File: config.mk
export PLATFORM = sky130hd
export DESIGN_NAME = rtctod_top
export DESIGN_NICKNAME = d
export VERILOG_FILES = /design/src/hw/rtctod_pkg.sv /design/src/hw/rtctod_top.sv
export SDC_FILE = /design/constraint.sdc
export NUM_CORES = 1
export LEC_CHECK = 0
export BUFFER_PORTS_ARGS = -buffer_cell sky130_fd_sc_hd__buf_2
export CORE_UTILIZATION = 65
export DETAILED_ROUTE_END_ITERATION = 8
export MAX_ROUTING_LAYER = met4
export PLACE_DENSITY = 0.84
export REMOVE_ABC_BUFFERS = 1
export SLEW_MARGIN = 20
export SYNTH_ARGS = -nofsm -noshare
export SYNTH_HDL_FRONTEND = slang
export SYNTH_SLANG_ARGS = --single-unit
File: constraint.sdc
create_clock -name mclk -period 6.05 [get_ports mclk]
set_input_delay 0.3025 -clock mclk [delete_from_list [all_inputs] [get_ports mclk]]
set_output_delay 0.3025 -clock mclk [all_outputs]
set_load 0.005 [all_outputs]
File: src/hw/rtctod_pkg.sv
// Constants for the time-of-day counter registers
package rtctod_pkg;

  // ----------------------------------------
  // Register addresses
  // ----------------------------------------
  localparam logic [4:0] ADDR_HUNDREDTHS = 5'h00;
  localparam logic [4:0] ADDR_SECONDS    = 5'h01;
  localparam logic [4:0] ADDR_MINUTES    = 5'h02;
  localparam logic [4:0] ADDR_HOURS      = 5'h03;
  localparam logic [4:0] ADDR_LAST       = 5'h1F;
  localparam int         NUM_TOD_REGS    = 4;

  // ----------------------------------------
  // Field positions
  // ----------------------------------------
  localparam int RUN_BIT      = 7;
  localparam int TRIM_BIT     = 7;
  localparam int FMT12_BIT    = 6;
  localparam int PM_BIT       = 5;
  localparam int TENS_HI      = 7;
  localparam int TENS_LO      = 4;
  localparam int ONES_HI      = 3;
  localparam int ONES_LO      = 0;

  // ----------------------------------------
  // Reset values and masks
  // ----------------------------------------
  localparam logic [7:0] RESET_VALUE     = 8'h00;
  localparam logic [7:0] MINUTES_MASK    = 8'h7F;
  localparam logic [7:0] READ_UNMAPPED   = 8'h00;

  // ----------------------------------------
  // BCD limits
  // ----------------------------------------
  localparam logic [3:0] DIGIT_MAX       = 4'h9;
  localparam logic [3:0] DIGIT_ZERO      = 4'h0;
  localparam logic [7:0] HUNDREDTHS_LAST = 8'h99;
  localparam logic [6:0] SIXTY_LAST      = 7'h59;
  localparam logic [5:0] HOURS24_LAST    = 6'h23;
  localparam logic [4:0] HOURS12_NOON    = 5'h12;
  localparam logic [4:0] HOURS12_ELEVEN  = 5'h11;
  localparam logic [4:0] HOURS12_FIRST   = 5'h01;

  // ----------------------------------------
  // Timing
  // ----------------------------------------
  localparam int MCLK_HZ         = 125_000_000;
  localparam int TICK_HZ         = 4_096;
  localparam int TICK_DIV        = MCLK_HZ / TICK_HZ;
  localparam logic [5:0] HSEC_LONG  = 6'h29;
  localparam logic [5:0] HSEC_SHORT = 6'h28;
  localparam logic [4:0] HSEC_LONG_RUNS = 5'h18;

endpackage

File: src/hw/rtctod_top.sv
// Time-of-day counters with byte register port and read snapshot
`timescale 1ns/1ps

// Operation
// - Hundredths tens digit BCD in bits 7-4
// - Hundredths ones digit BCD in bits 3-0
// - Seconds bit 7 starts and stops counting
// - Seconds tens BCD 0-5 in bits 6-4
// - Seconds ones BCD 0-9 in bits 3-0
// - Unimplemented bits read zero, ignore writes
// - Minutes tens BCD 0-5 in bits 6-4
// - 24-hour tens BCD 0-2 in bits 5-4
// - Hours ones BCD 0-9 in bits 3-0
// - Hours bit 6 selects 12/24 rollover
// - All counters count in BCD form
// - Snapshot on read start and address wrap
module rtctod_top
  import rtctod_pkg::*;
#(
  parameter int TICK_DIV_P = TICK_DIV
)
(
  input  wire logic       mclk,
  input  wire logic       rst_b,
  input  wire logic       read_start,
  input  wire logic       reg_rd,
  input  wire logic       reg_wr,
  input  wire logic [4:0] reg_addr,
  input  wire logic [7:0] reg_wdata,
  output logic      [7:0] reg_rdata,
  output logic            osc_running,
  output logic            trim_direction,
  output logic            day_carry
);

  // ----------------------------------------
  // BCD helpers
  // ----------------------------------------
  function automatic logic [7:0] bcd_inc(input logic [7:0] value);
    logic [7:0] result;
    result = value;
    if (value[ONES_HI:ONES_LO] == DIGIT_MAX)
    begin
      result[ONES_HI:ONES_LO] = DIGIT_ZERO;
      result[TENS_HI:TENS_LO] = value[TENS_HI:TENS_LO] + 4'h1;
    end
    else
    begin
      result[ONES_HI:ONES_LO] = value[ONES_HI:ONES_LO] + 4'h1;
    end
    return result;
  endfunction

  // ----------------------------------------
  // Register state
  // ----------------------------------------
  logic [7:0]  hundredths_count_reg;
  logic [7:0]  seconds_count_and_run_reg;
  logic [7:0]  minutes_count_reg;
  logic [7:0]  hours_count_and_format_reg;
  logic [7:0]  snapshot_reg [NUM_TOD_REGS];
  logic [7:0]  live_value [NUM_TOD_REGS];
  logic [4:0]  last_rd_addr_reg;
  logic [15:0] div_count_reg;
  logic        tick_reg;
  logic [5:0]  pulse_count_reg;
  logic [4:0]  run_index_reg;

  logic        run_enable;
  logic        hsec_step;
  logic [5:0]  pulse_target;
  logic        hsec_wrap;
  logic        sec_wrap;
  logic        min_wrap;
  logic        hour_wrap;
  logic [7:0]  hundredths_next;
  logic [7:0]  seconds_next;
  logic [7:0]  minutes_next;
  logic [7:0]  hours_next;
  logic [4:0]  hours12_value;
  logic [7:0]  seconds_inc;
  logic [7:0]  hours12_inc;
  logic [7:0]  hours24_inc;
  logic        capture;
  logic [7:0]  reg_rdata_next;

  assign run_enable = seconds_count_and_run_reg[RUN_BIT];

  // ----------------------------------------
  // 4096 Hz tick divider
  // ----------------------------------------
  always_ff @(posedge mclk)
  begin
    if (!rst_b)
    begin
      div_count_reg <= 16'h0000;
      tick_reg      <= 1'b0;
    end
    else if (!run_enable)
    begin
      div_count_reg <= 16'h0000;
      tick_reg      <= 1'b0;
    end
    else if (div_count_reg == 16'(TICK_DIV_P - 1))
    begin
      div_count_reg <= 16'h0000;
      tick_reg      <= 1'b1;
    end
    else
    begin
      div_count_reg <= div_count_reg + 16'h0001;
      tick_reg      <= 1'b0;
    end
  end

  // ----------------------------------------
  // Hundredths pacing: 24 steps of 41 ticks, one of 40
  // ----------------------------------------
  assign pulse_target = (run_index_reg == HSEC_LONG_RUNS) ? HSEC_SHORT : HSEC_LONG;
  assign hsec_step    = tick_reg && run_enable && (pulse_count_reg == pulse_target - 6'h01);

  always_ff @(posedge mclk)
  begin
    if (!rst_b)
    begin
      pulse_count_reg <= 6'h00;
      run_index_reg   <= 5'h00;
    end
    else if (hsec_step)
    begin
      pulse_count_reg <= 6'h00;
      run_index_reg   <= (run_index_reg == HSEC_LONG_RUNS) ? 5'h00 : run_index_reg + 5'h01;
    end
    else if (tick_reg && run_enable)
    begin
      pulse_count_reg <= pulse_count_reg + 6'h01;
    end
  end

  // ----------------------------------------
  // Counting chain
  // ----------------------------------------
  // Hundredths BCD step
  assign hsec_wrap = hundredths_count_reg == HUNDREDTHS_LAST;
  assign sec_wrap  = seconds_count_and_run_reg[6:0] == SIXTY_LAST;
  assign min_wrap  = minutes_count_reg[6:0] == SIXTY_LAST;
  assign hours12_value = hours_count_and_format_reg[4:0];
  assign seconds_inc   = bcd_inc({1'b0, seconds_count_and_run_reg[6:0]});
  assign hours12_inc   = bcd_inc({3'b000, hours12_value});
  assign hours24_inc   = bcd_inc({2'b00, hours_count_and_format_reg[5:0]});

  always_comb
  begin
    hundredths_next = hundredths_count_reg;
    seconds_next    = seconds_count_and_run_reg;
    minutes_next    = minutes_count_reg;
    hours_next      = hours_count_and_format_reg;
    hour_wrap       = 1'b0;
    if (hsec_step)
    begin
      hundredths_next = hsec_wrap ? RESET_VALUE : bcd_inc(hundredths_count_reg);
      if (hsec_wrap)
      begin
        seconds_next[6:0] = sec_wrap ? 7'h00 : seconds_inc[6:0];
        if (sec_wrap)
        begin
          minutes_next = min_wrap ? RESET_VALUE : (bcd_inc(minutes_count_reg) & MINUTES_MASK);
          if (min_wrap)
          begin
            if (hours_count_and_format_reg[FMT12_BIT])
            begin
              if (hours12_value == HOURS12_NOON)
              begin
                hours_next[4:0] = HOURS12_FIRST;
              end
              else if (hours12_value == HOURS12_ELEVEN)
              begin
                hours_next[4:0]    = HOURS12_NOON;
                hours_next[PM_BIT] = ~hours_count_and_format_reg[PM_BIT];
                hour_wrap          = hours_count_and_format_reg[PM_BIT];
              end
              else
              begin
                hours_next[4:0] = hours12_inc[4:0];
              end
            end
            else if (hours_count_and_format_reg[5:0] == HOURS24_LAST)
            begin
              hours_next[5:0] = 6'h00;
              hour_wrap       = 1'b1;
            end
            else
            begin
              hours_next[5:0] = hours24_inc[5:0];
            end
          end
        end
      end
    end
  end

  // ----------------------------------------
  // Counter registers, host write wins per register
  // ----------------------------------------
  always_ff @(posedge mclk)
  begin
    if (!rst_b)
      hundredths_count_reg <= RESET_VALUE;
    else if (reg_wr && reg_addr == ADDR_HUNDREDTHS)
      hundredths_count_reg <= reg_wdata;
    else
      hundredths_count_reg <= hundredths_next;
  end

  always_ff @(posedge mclk)
  begin
    if (!rst_b)
      seconds_count_and_run_reg <= RESET_VALUE;
    else if (reg_wr && reg_addr == ADDR_SECONDS)
      seconds_count_and_run_reg <= reg_wdata;
    else
      seconds_count_and_run_reg <= seconds_next;
  end

  always_ff @(posedge mclk)
  begin
    if (!rst_b)
      minutes_count_reg <= RESET_VALUE;
    else if (reg_wr && reg_addr == ADDR_MINUTES)
      minutes_count_reg <= reg_wdata & MINUTES_MASK;
    else
      minutes_count_reg <= minutes_next;
  end

  always_ff @(posedge mclk)
  begin
    if (!rst_b)
      hours_count_and_format_reg <= RESET_VALUE;
    else if (reg_wr && reg_addr == ADDR_HOURS)
      hours_count_and_format_reg <= reg_wdata;
    else
      hours_count_and_format_reg <= hours_next;
  end

  // ----------------------------------------
  // Read snapshot and data
  // ----------------------------------------
  assign live_value[0] = hundredths_count_reg;
  assign live_value[1] = seconds_count_and_run_reg;
  assign live_value[2] = minutes_count_reg;
  assign live_value[3] = hours_count_and_format_reg;

  assign capture = read_start ||
                   (reg_rd && reg_addr == ADDR_HUNDREDTHS && last_rd_addr_reg == ADDR_LAST);

  genvar gi;
  generate
    for (gi = 0; gi < NUM_TOD_REGS; gi++)
    begin : g_snap
      always_ff @(posedge mclk)
      begin
        if (!rst_b)
          snapshot_reg[gi] <= RESET_VALUE;
        else if (capture)
          snapshot_reg[gi] <= live_value[gi];
      end
    end
  endgenerate

  always_ff @(posedge mclk)
  begin
    if (!rst_b)
      last_rd_addr_reg <= 5'h00;
    // A read that starts at the last address must still see the wrap
    else if (reg_rd)
      last_rd_addr_reg <= reg_addr;
    else if (read_start)
      last_rd_addr_reg <= 5'h00;
  end

  always_comb
  begin
    reg_rdata_next = READ_UNMAPPED;
    if (reg_addr <= ADDR_HOURS)
      reg_rdata_next = capture ? live_value[reg_addr[1:0]] : snapshot_reg[reg_addr[1:0]];
  end

  always_ff @(posedge mclk)
  begin
    if (!rst_b)
      reg_rdata <= READ_UNMAPPED;
    else if (reg_rd)
      reg_rdata <= reg_rdata_next;
  end

  // ----------------------------------------
  // Status outputs
  // ----------------------------------------
  always_ff @(posedge mclk)
  begin
    if (!rst_b)
    begin
      osc_running    <= 1'b0;
      trim_direction <= 1'b0;
      day_carry      <= 1'b0;
    end
    else
    begin
      osc_running    <= run_enable;
      trim_direction <= hours_count_and_format_reg[TRIM_BIT];
      day_carry      <= hour_wrap;
    end
  end

endmodule

---- Yosys cells after proc, flatten, opt, wreduce, memory -nomap -nowiden ----
Memories as Yosys holds them, arrays and structs flattened.
Index checks and enable logic that the tools add are counted.
cells by class
  add/subtract/negate cells ............... 13
  order comparisons ....................... 2
  mux-type cells .......................... 54
  bitwise operators ....................... 8
  equality and inequality tests ........... 20
  reduce and logical (&&, ||, !) cells .... 37
operators with widths
  operator                                               count
  two-way mux 8 bit                                      11
  two-way mux 7 bit                                      9
  two-way mux 6 bit                                      7
  two-way mux 5 bit                                      5
  nonzero test 2 bit                                     11
  adder 4 x 1 -> 4 bit, second input constant            5
  equality test 5 bit, second input constant             4
  two-way mux 4 bit                                      5
  adder 16 x 1 -> 16 bit, second input constant          1
  binary-select mux 8 bit (select 2 bit)                 1
  equality test 16 x 15 -> 1 bit, second input constant  1
  equality test 4 bit, second input constant             4
  equality test 7 bit, second input constant             2
  two-way mux 1 bit                                      13
  equality test 5 x 2 -> 1 bit, second input constant    2
  nonzero test 3 bit                                     3
  equality test 8 bit, second input constant             1
  logical AND 1 bit                                      8
  AND reduction 4 bit                                    2
  AND reduction 7 bit                                    1
  adder 3 x 1 -> 3 bit, second input constant            2
  adder 6 x 1 -> 6 bit, second input constant            1
  equality test 6 bit                                    1
  equality test 6 bit, second input constant             1
  other kinds (24)                                       33
storage, ports and cells
  output and inout bits ................... 11
  register bits ........................... 75
  word-level logic and storage cells ...... 155
  input port bits ......................... 18
  memories ................................ 1
  RAM bits ................................ 32
memories
  memory        depth  bits a word  rd ports  clocked after Yosys merged registers in  write ports  line              source
  snapshot_reg  4      8            1         0                                        4            rtctod_top.sv:61  logic [7:0] snapshot_reg [NUM_TOD_REGS];

---- Depth between registers and ports, before layout ----
Gate-level depths: netlist (run 1).
  depth in word-level cells ............... 10
  mapped depth ............................ 8
  depth with buffers taken out ............ 7

---- Worst setup path before layout (run 1) ----
No wires, ideal clock.
  kind .................................... input-to-reg
  start ................................... in reg_addr[0]
  end ..................................... mem snapshot_reg[0][0], enable pin
  required time ........................... 5.579 ns
  cell stages on the path ................. 6
  arrival time ............................ 2.088 ns
  path buffers ............................ 3
  path slack .............................. 3.491 ns
  path through ............................ clkbuf_1 -> nor4_1 -> a31oi_1 -> buf_1 -> clkbuf_1 -> nand2_1
RTL lines
  what                line              source
  start: declaration  rtctod_top.sv:28  input wire logic [4:0] reg_addr,
  end: declaration    rtctod_top.sv:61

---- Worst setup path after layout (run 1) ----
  start ................................... reg run_index_reg[0]
  end ..................................... reg minutes_count_reg[1]
on the way
  longest elaborated chain between the ends .. 7
ends and longest elaborated chain
  what                                  line               source
  start: declaration                    rtctod_top.sv:67   logic [4:0] run_index_reg;
  start signal: assignment              rtctod_top.sv:132  run_index_reg <= (run_index_reg == HSEC_LONG_RUNS) ? 5'h00 : run_index_reg + 5'h01;
  equality test 5 bit                   rtctod_top.sv:119  assign pulse_target = (run_index_reg == HSEC_LONG_RUNS) ? HSEC_SHORT : HSEC_LONG;
  two-way mux 1 bit                     rtctod_top.sv:119
  subtractor 6 x 1 -> 6 bit             rtctod_top.sv:120  assign hsec_step = tick_reg && run_enable && (pulse_count_reg == pulse_target - 6'h01);
  equality test 6 bit                   rtctod_top.sv:120
  logical AND 1 bit                     rtctod_top.sv:120
  nonzero test 2 bit (no source line)   n/a
  AND reduction 3 bit (no source line)  n/a
  end signal: assignment                rtctod_top.sv:230  minutes_count_reg <= reg_wdata & MINUTES_MASK;
  end signal: assignment                rtctod_top.sv:232  minutes_count_reg <= minutes_next;
  end: declaration                      rtctod_top.sv:59   logic [7:0] minutes_count_reg;
No other way between the ends.
A chain may end at the register's enable or synchronous reset.

==> results of run 1 <==
## routing by layer
metal	GRT usage [%]	up-vias	routed length (um)
met2	47.64	203	6040
met5	-	-	0
met1	39.56	2201	5373
met4	10.38	0	248
li1	-	2167	-
met3	5.233	21	909
## layout make-up
class                      count  area, sq um
timing repair buffer          29        147.6
tap                          105        131.4
inverter                      16        60.06
clock buffer                   9        123.9
fill                         629         2333
multi-input combinational    441         2947
sequential                   106         2432
clock inverter                 7        82.58
## final timing paths
kind | from | cells past startpoint | to
max reg2reg | run_index_reg[0]$_SDFFE_PN0P_ | 7 | minutes_count_reg[1]$_SDFFE_PN0P_
min reg2reg | reg_rdata[2]$_SDFFE_PN0P_ | 2 | reg_rdata[2]$_SDFFE_PN0P_
max | run_index_reg[0]$_SDFFE_PN0P_ | 7 | minutes_count_reg[1]$_SDFFE_PN0P_
min | reg_addr[3] | 3 | last_rd_addr_reg[3]$_SDFFE_PN0P_
## per-stage QoR
stage,setup slack (ps),hold WS (ps)
2_1_floorplan,3062,433.2
3_3_place_gp,3158,428.9
3_5_place_dp,3081,438.5
4_1_cts,3426,206.2
5_1_grt,3261,216.0
6_report,3430,218.0
## worst register-to-register path, stage by stage, from the launching register on
cell and delay, ps:
dfxtp_1 420, inv_1 90, ha_1 200, nand4b_1 220
mux2i_4 610, nand3_2 280, or4b_1 570, a31oi_1 160
## cell usage in the layout (no fill, tap or decap), types with 15 or more instances in the layout
| cell | Yosys | layout |
|---|---|---|
| ha_1 | 15 | 15 |
| buf_2 | 3 | 28 |
| and2_1 | 28 | 28 |
| mux2i_1 | 15 | 15 |
| nand2_1 | 57 | 56 |
| o21ai_0 | 36 | 36 |
| nor3_1 | 17 | 17 |
| a21oi_1 | 22 | 22 |
| inv_1 | 15 | 15 |
| edfxtp_1 | 31 | 31 |
| dfxtp_1 | 75 | 75 |
| nor2_1 | 67 | 66 |
| nand3_1 | 23 | 23 |
## kinds of logic after synthesis
kind of cell,after synthesis,share of synthesized area (%)
muxes,30,8.796
xor gates and xnor gates,27,4.263
adders and majority gates,15,3.383
buffers and inverters,47,3.247
AOI/OAI and AO/OA,104,11.57
DFF,106,43.84
and+or+nand+nor,265,24.90
## report_power, final
group	internal [mW]	total [mW]	leakage, nW	switching (mW)
registers	0.744	0.756	0.951	0.0121
logic	0.0296	0.0793	1.09	0.0497
clock network	0.198	0.462	0.0998	0.263
total	0.972	1.30	2.14	0.325
## synthesized netlist by cell type, drive strengths merged, types with 14 or more instances
cell    number
a21oi       22
and2        29
clkbuf      22
dfxtp       75
edfxtp      31
ha          15
inv         15
mux2i       16
mux4        14
nand2       57
nand3       24
nand4       15
nor2        67
nor3        17
o21ai       37
xnor2       14
==> impl_metrics.tcl, run 1 <==
set metrics [dict create \
    status "finished, final reports clean" \
    power.total_mw 1.297 \
    diodes 0 \
    gr-usage-all-layers_pct 30.26 \
    ios 29 \
    rsz0062_at_grt "no" \
    ys_seq_area_share_pct 43.84 \
    irDropWorstVdd_uv 116.1 \
    fp.coreArea_sq_mm 0.008258 \
    syn_to_final_growth_pct 6.788 \
    ys_types 58 \
    wl_per_cell_um 17.63 \
    drc 0 \
    cts_tree "built" \
    place_hpwl_um 8900 \
    first_pass_iters 5 \
    postCtsHoldBufs 0 \
    syn_inst 594 \
    insertion_delay_ps 380 \
    critPathSlowestCell "mux2i_4" \
    worstPathArrival_ps 2920 \
    initial_core_util_pct 67.18 \
    fin_area_sq_mm 0.005924 \
    cts_root_buffer "clkbuf_8" \
    largest_reg_flops 31 \
    nNetsFinal 636 \
    timing.final.hold_violations 0 \
    dpl.cell_count 697 \
    path_class "register to register" \
    drtAntennaViolNets 0 \
    slew_violations 0 \
    place_congestion 0.8760 \
    setup_viol 0 \
    rows 33 \
    cp_cell_sequence "inv_1 > ha_1 > nand4b_1 > mux2i_4 > nand3_2 > or4b_1 > a31oi_1" \
    placed_area_sq_mm 0.005713 \
    path_clk_slew_ps 100 \
    min-delay-path-class "primary input to register" \
    ys.flop_type "dfxtp_1" \
    drt_iter0_markers 510 \
    first_global_vias 4105 \
    grt_max_degree 34 \
    grt_pass1_wl_um 19750 \
    synth-edff-count 31 \
    htreeDepth 3 \
    syn_avg_cell_area_sq_um 9.340 \
    cts_setup_buffers 0 \
    synth_top_area_cell "dfxtp_1" \
    async_reset_ff_share_pct 0 \
    period_needed_ps 2620 \
    cp_max_fo 18 \
    critPathLaunchType "register" \
    p_per_area_mw_per_mm2 218.9 \
    slew-limit-headroom_pct 44.40 \
    drv_cap 0 \
    via_per_inst 6.440 \
    r2r_setup_slack_ps 3430 \
    p_leak_nw 2.140 \
    yosysTopAreaCellShare_pct 27.06 \
    synth.area.top_cells "dfxtp_1, edfxtp_1, mux4_2" \
    ys_seq_elements 106 \
    worst_pin_slew_ps 828.9 \
    die_w_um 94.39 \
    critPathBufInv 1 \
    max_freq_mhz 381.7 \
    drive_above_1_share_pct 11.35 \
    die_area_sq_mm 0.008909 \
    end_kind "register" \
    cp_slowest_stage_delay_ps 600 \
    antenna_found_initial 0 \
    cts_max_path_buffers 2 \
    numCtsBuffers 9 \
    gr-total-overflow 0 \
    netlist_area_sq_mm 0.005548 \
    finClkSkew_ps 11.38 \
    setup_tns_ps 0 \
    port_buffers 28 \
    period_share_pct 43.30 \
    die_h_um 94.39 \
    cts.sinks 106 \
    critPathRequiredTime_ps 6350 \
    vias 4592 \
    routed_wl_um 12570 \
    fin_util_pct 71.74 \
    yosys_warnings 0 \
    cts-resized-gates 0 \
    final_cells 713 \
    cp_top_family "simple AND/OR/NAND/NOR gates" \
]
Power figures use the tool's default switching activity.
==> run 2, diff against run 1 <==
--- a/config.mk
+++ b/config.mk
@@ -6,10 +6,10 @@
 export NUM_CORES = 1
 export LEC_CHECK = 0
 export BUFFER_PORTS_ARGS = -buffer_cell sky130_fd_sc_hd__buf_2
-export CORE_UTILIZATION = 65
+export CORE_UTILIZATION = 55
 export DETAILED_ROUTE_END_ITERATION = 8
 export MAX_ROUTING_LAYER = met4
-export PLACE_DENSITY = 0.84
+export PLACE_DENSITY = 0.76
 export REMOVE_ABC_BUFFERS = 1
 export SLEW_MARGIN = 20
 export SYNTH_ARGS = -nofsm -noshare
==> constraint.sdc (replaced) <==
create_clock -name mclk -period 2.2 [get_ports mclk]
set_input_delay 0.11 -clock mclk [delete_from_list [all_inputs] [get_ports mclk]]
set_output_delay 0.11 -clock mclk [all_outputs]
set_load 0.005 [all_outputs]
==> run 2 against run 1 <==
Compared with the run above:
- global-route usage fell by 2.2 points
- clock skew shrank 7.3 ps
- sequential share of layout area fell by 2.2 points
- sequential power increased to 2.7 times the previous value
- fmax is 26% higher
- flip-flop and latch count unchanged
- critical path depth rose by 1
- power grew to 2.8 times the previous value
- register-to-register slack worse by 3300 ps
- final cell count increased by 8.8%
- die area up 18%
- critical endpoint is now minutes_count_reg[5]$_SDFFE_PN0P_
- highest routed layer unchanged
==> impl_metrics.tcl, run 2 (synthesis gave the netlist of run 1 again) <==
set metrics [dict create \
    status "finished, final reports clean" \
    place_hpwl_um 9714 \
    p_per_area_mw_per_mm2 569.7 \
    r2r_setup_slack_ps 120 \
    drc 0 \
    rows 36 \
    p_leak_nw 2.335 \
    drive_above_1_share_pct 16.49 \
    first_pass_iters 6 \
    cts.sinks 106 \
    initial_core_util_pct 56.76 \
    power.total_mw 3.567 \
    worstPathArrival_ps 2380 \
    drt_iter0_markers 385 \
    via_per_inst 5.988 \
    mostFrequentLayoutCells "dfxtp_1, nor2_1, nand2_1" \
    max_freq_mhz 481.6 \
    layout_commonest_cell "dfxtp_1" \
    grt_pass1_wl_um 21620 \
    timing.final.hold_violations 0 \
    hold_depth 3 \
    diodes 0 \
    die_h_um 102.4 \
    path_clk_slew_ps 100 \
    fp.coreArea_sq_mm 0.009774 \
    drtAntennaViolNets 0 \
    gr-usage-all-layers_pct 28.05 \
    cp_slowest_stage_delay_ps 520 \
    die_area_sq_mm 0.01049 \
    die_w_um 102.4 \
    grt_max_degree 29 \
    ios 29 \
    cp_cell_sequence "inv_1 > ha_1 > nand4b_1 > mux2i_4 > buf_12 > nand4_2 > or4_1 > a31oi_1" \
    antenna_found_initial 0 \
    cts_max_path_buffers 2 \
    critPathLaunchType "register" \
    dpl.cell_count 756 \
    syn_to_final_growth_pct 12.86 \
    period_needed_ps 2076 \
    slew_violations 0 \
    vias 4647 \
    routed_wl_um 13490 \
    period_share_pct 94.38 \
    cts_tree "built" \
    drv_cap 0 \
    place_congestion 0.9141 \
    critPathSlowestCell "or4_1" \
    nNetsFinal 671 \
    cp_max_fo 11 \
    first_global_vias 4364 \
    insertion_delay_ps 380 \
    wl_per_cell_um 17.38 \
    numCtsBuffers 9 \
    path_class "register to register" \
    finClkSkew_ps 4.084 \
    ff2ff_path_depth 8 \
    gr-total-overflow 0 \
    irDropWorstVdd_uv 369.1 \
    min-delay-path-class "primary input to register" \
    setup_viol 0 \
    largest_reg_flops 31 \
    critPathRequiredTime_ps 2510 \
    port_buffers 28 \
    slew-limit-headroom_pct 56.93 \
    worst_pin_slew_ps 637.1 \
    nFillCells 819 \
    final_cells 776 \
    end_kind "register" \
    htreeDepth 3 \
    cts_root_buffer "clkbuf_8" \
]
run 2: layout make-up:
type                    count  area, sq um  share of cell area, %
inverters                  16        60.06                 0.9592
well taps                 133        166.4                  2.658
flip-flops and latches    106         2435                  38.89
repair buffers             64        437.9                  6.994
clock buffers              13        183.9                  2.938
multi-input cells         441         2952                  47.14
clock inverters             3        26.28                 0.4197
run 2: what timing repair did:
item,CTS,global route
hold buffers,1,0
setup buffers,0,3
gates resized for setup,0,5
hold endpoints to repair,1,0
setup endpoints to repair,0,19
run 2: final timing paths:
path,from,endpoint
setup / recovery,run_index_reg[0]$_SDFFE_PN0P_,minutes_count_reg[5]$_SDFFE_PN0P_
setup reg to reg,run_index_reg[0]$_SDFFE_PN0P_,minutes_count_reg[5]$_SDFFE_PN0P_
hold reg to reg,reg_rdata[6]$_SDFFE_PN0P_,reg_rdata[6]$_SDFFE_PN0P_
hold / removal,reg_addr[2],last_rd_addr_reg[2]$_SDFFE_PN0P_
run 2: per-layer routing:
metal	share of wire [%]	vias to the layer above	track usage (%)
li1	-	2230	-
met1	44	2221	35.95
met2	48	177	44.05
met3	6.6	19	4.856
met4	1.6	0	10.99
met5	0	-	-
run 2: worst max-delay path, delay by kind of cell (launching register included):
kind / cells / cell delay [ps]
AND/OR/NAND/NOR: 3 / 800
flip-flops: 1 / 350
multiplexers: 1 / 280
buffers and inverters: 2 / 210
adder cells (fa/ha/maj): 1 / 190
AO/OA/AOI/OAI: 1 / 170
run 2: report_power, final:
| group | switching (mW) | internal, mW |
|---|---|---|
| logic | 0.149 | 0.0984 |
| registers | 0.0284 | 2.05 |
| clock network | 0.679 | 0.567 |
| total | 0.857 | 2.71 |
run 2: per-stage QoR:
stage / utilization [%] / setup WS, ps / instance area [sq um] / setup TNS, ps / hold WS, ps
2_1_floorplan: - / -787.8 / 5428 / -31290 / 240.7
3_3_place_gp: 61.32 / 130.7 / 5993 / 0 / 390.0
3_5_place_dp: 61.32 / 46.39 / 5993 / 0 / 402.5
4_1_cts: 63.57 / 10.60 / 6213 / 0 / 6.644
5_1_grt: 64.06 / -5.850 / 6261 / -5.850 / 8.043
6_report: 64.06 / 123.7 / 6261 / 0 / 22.55
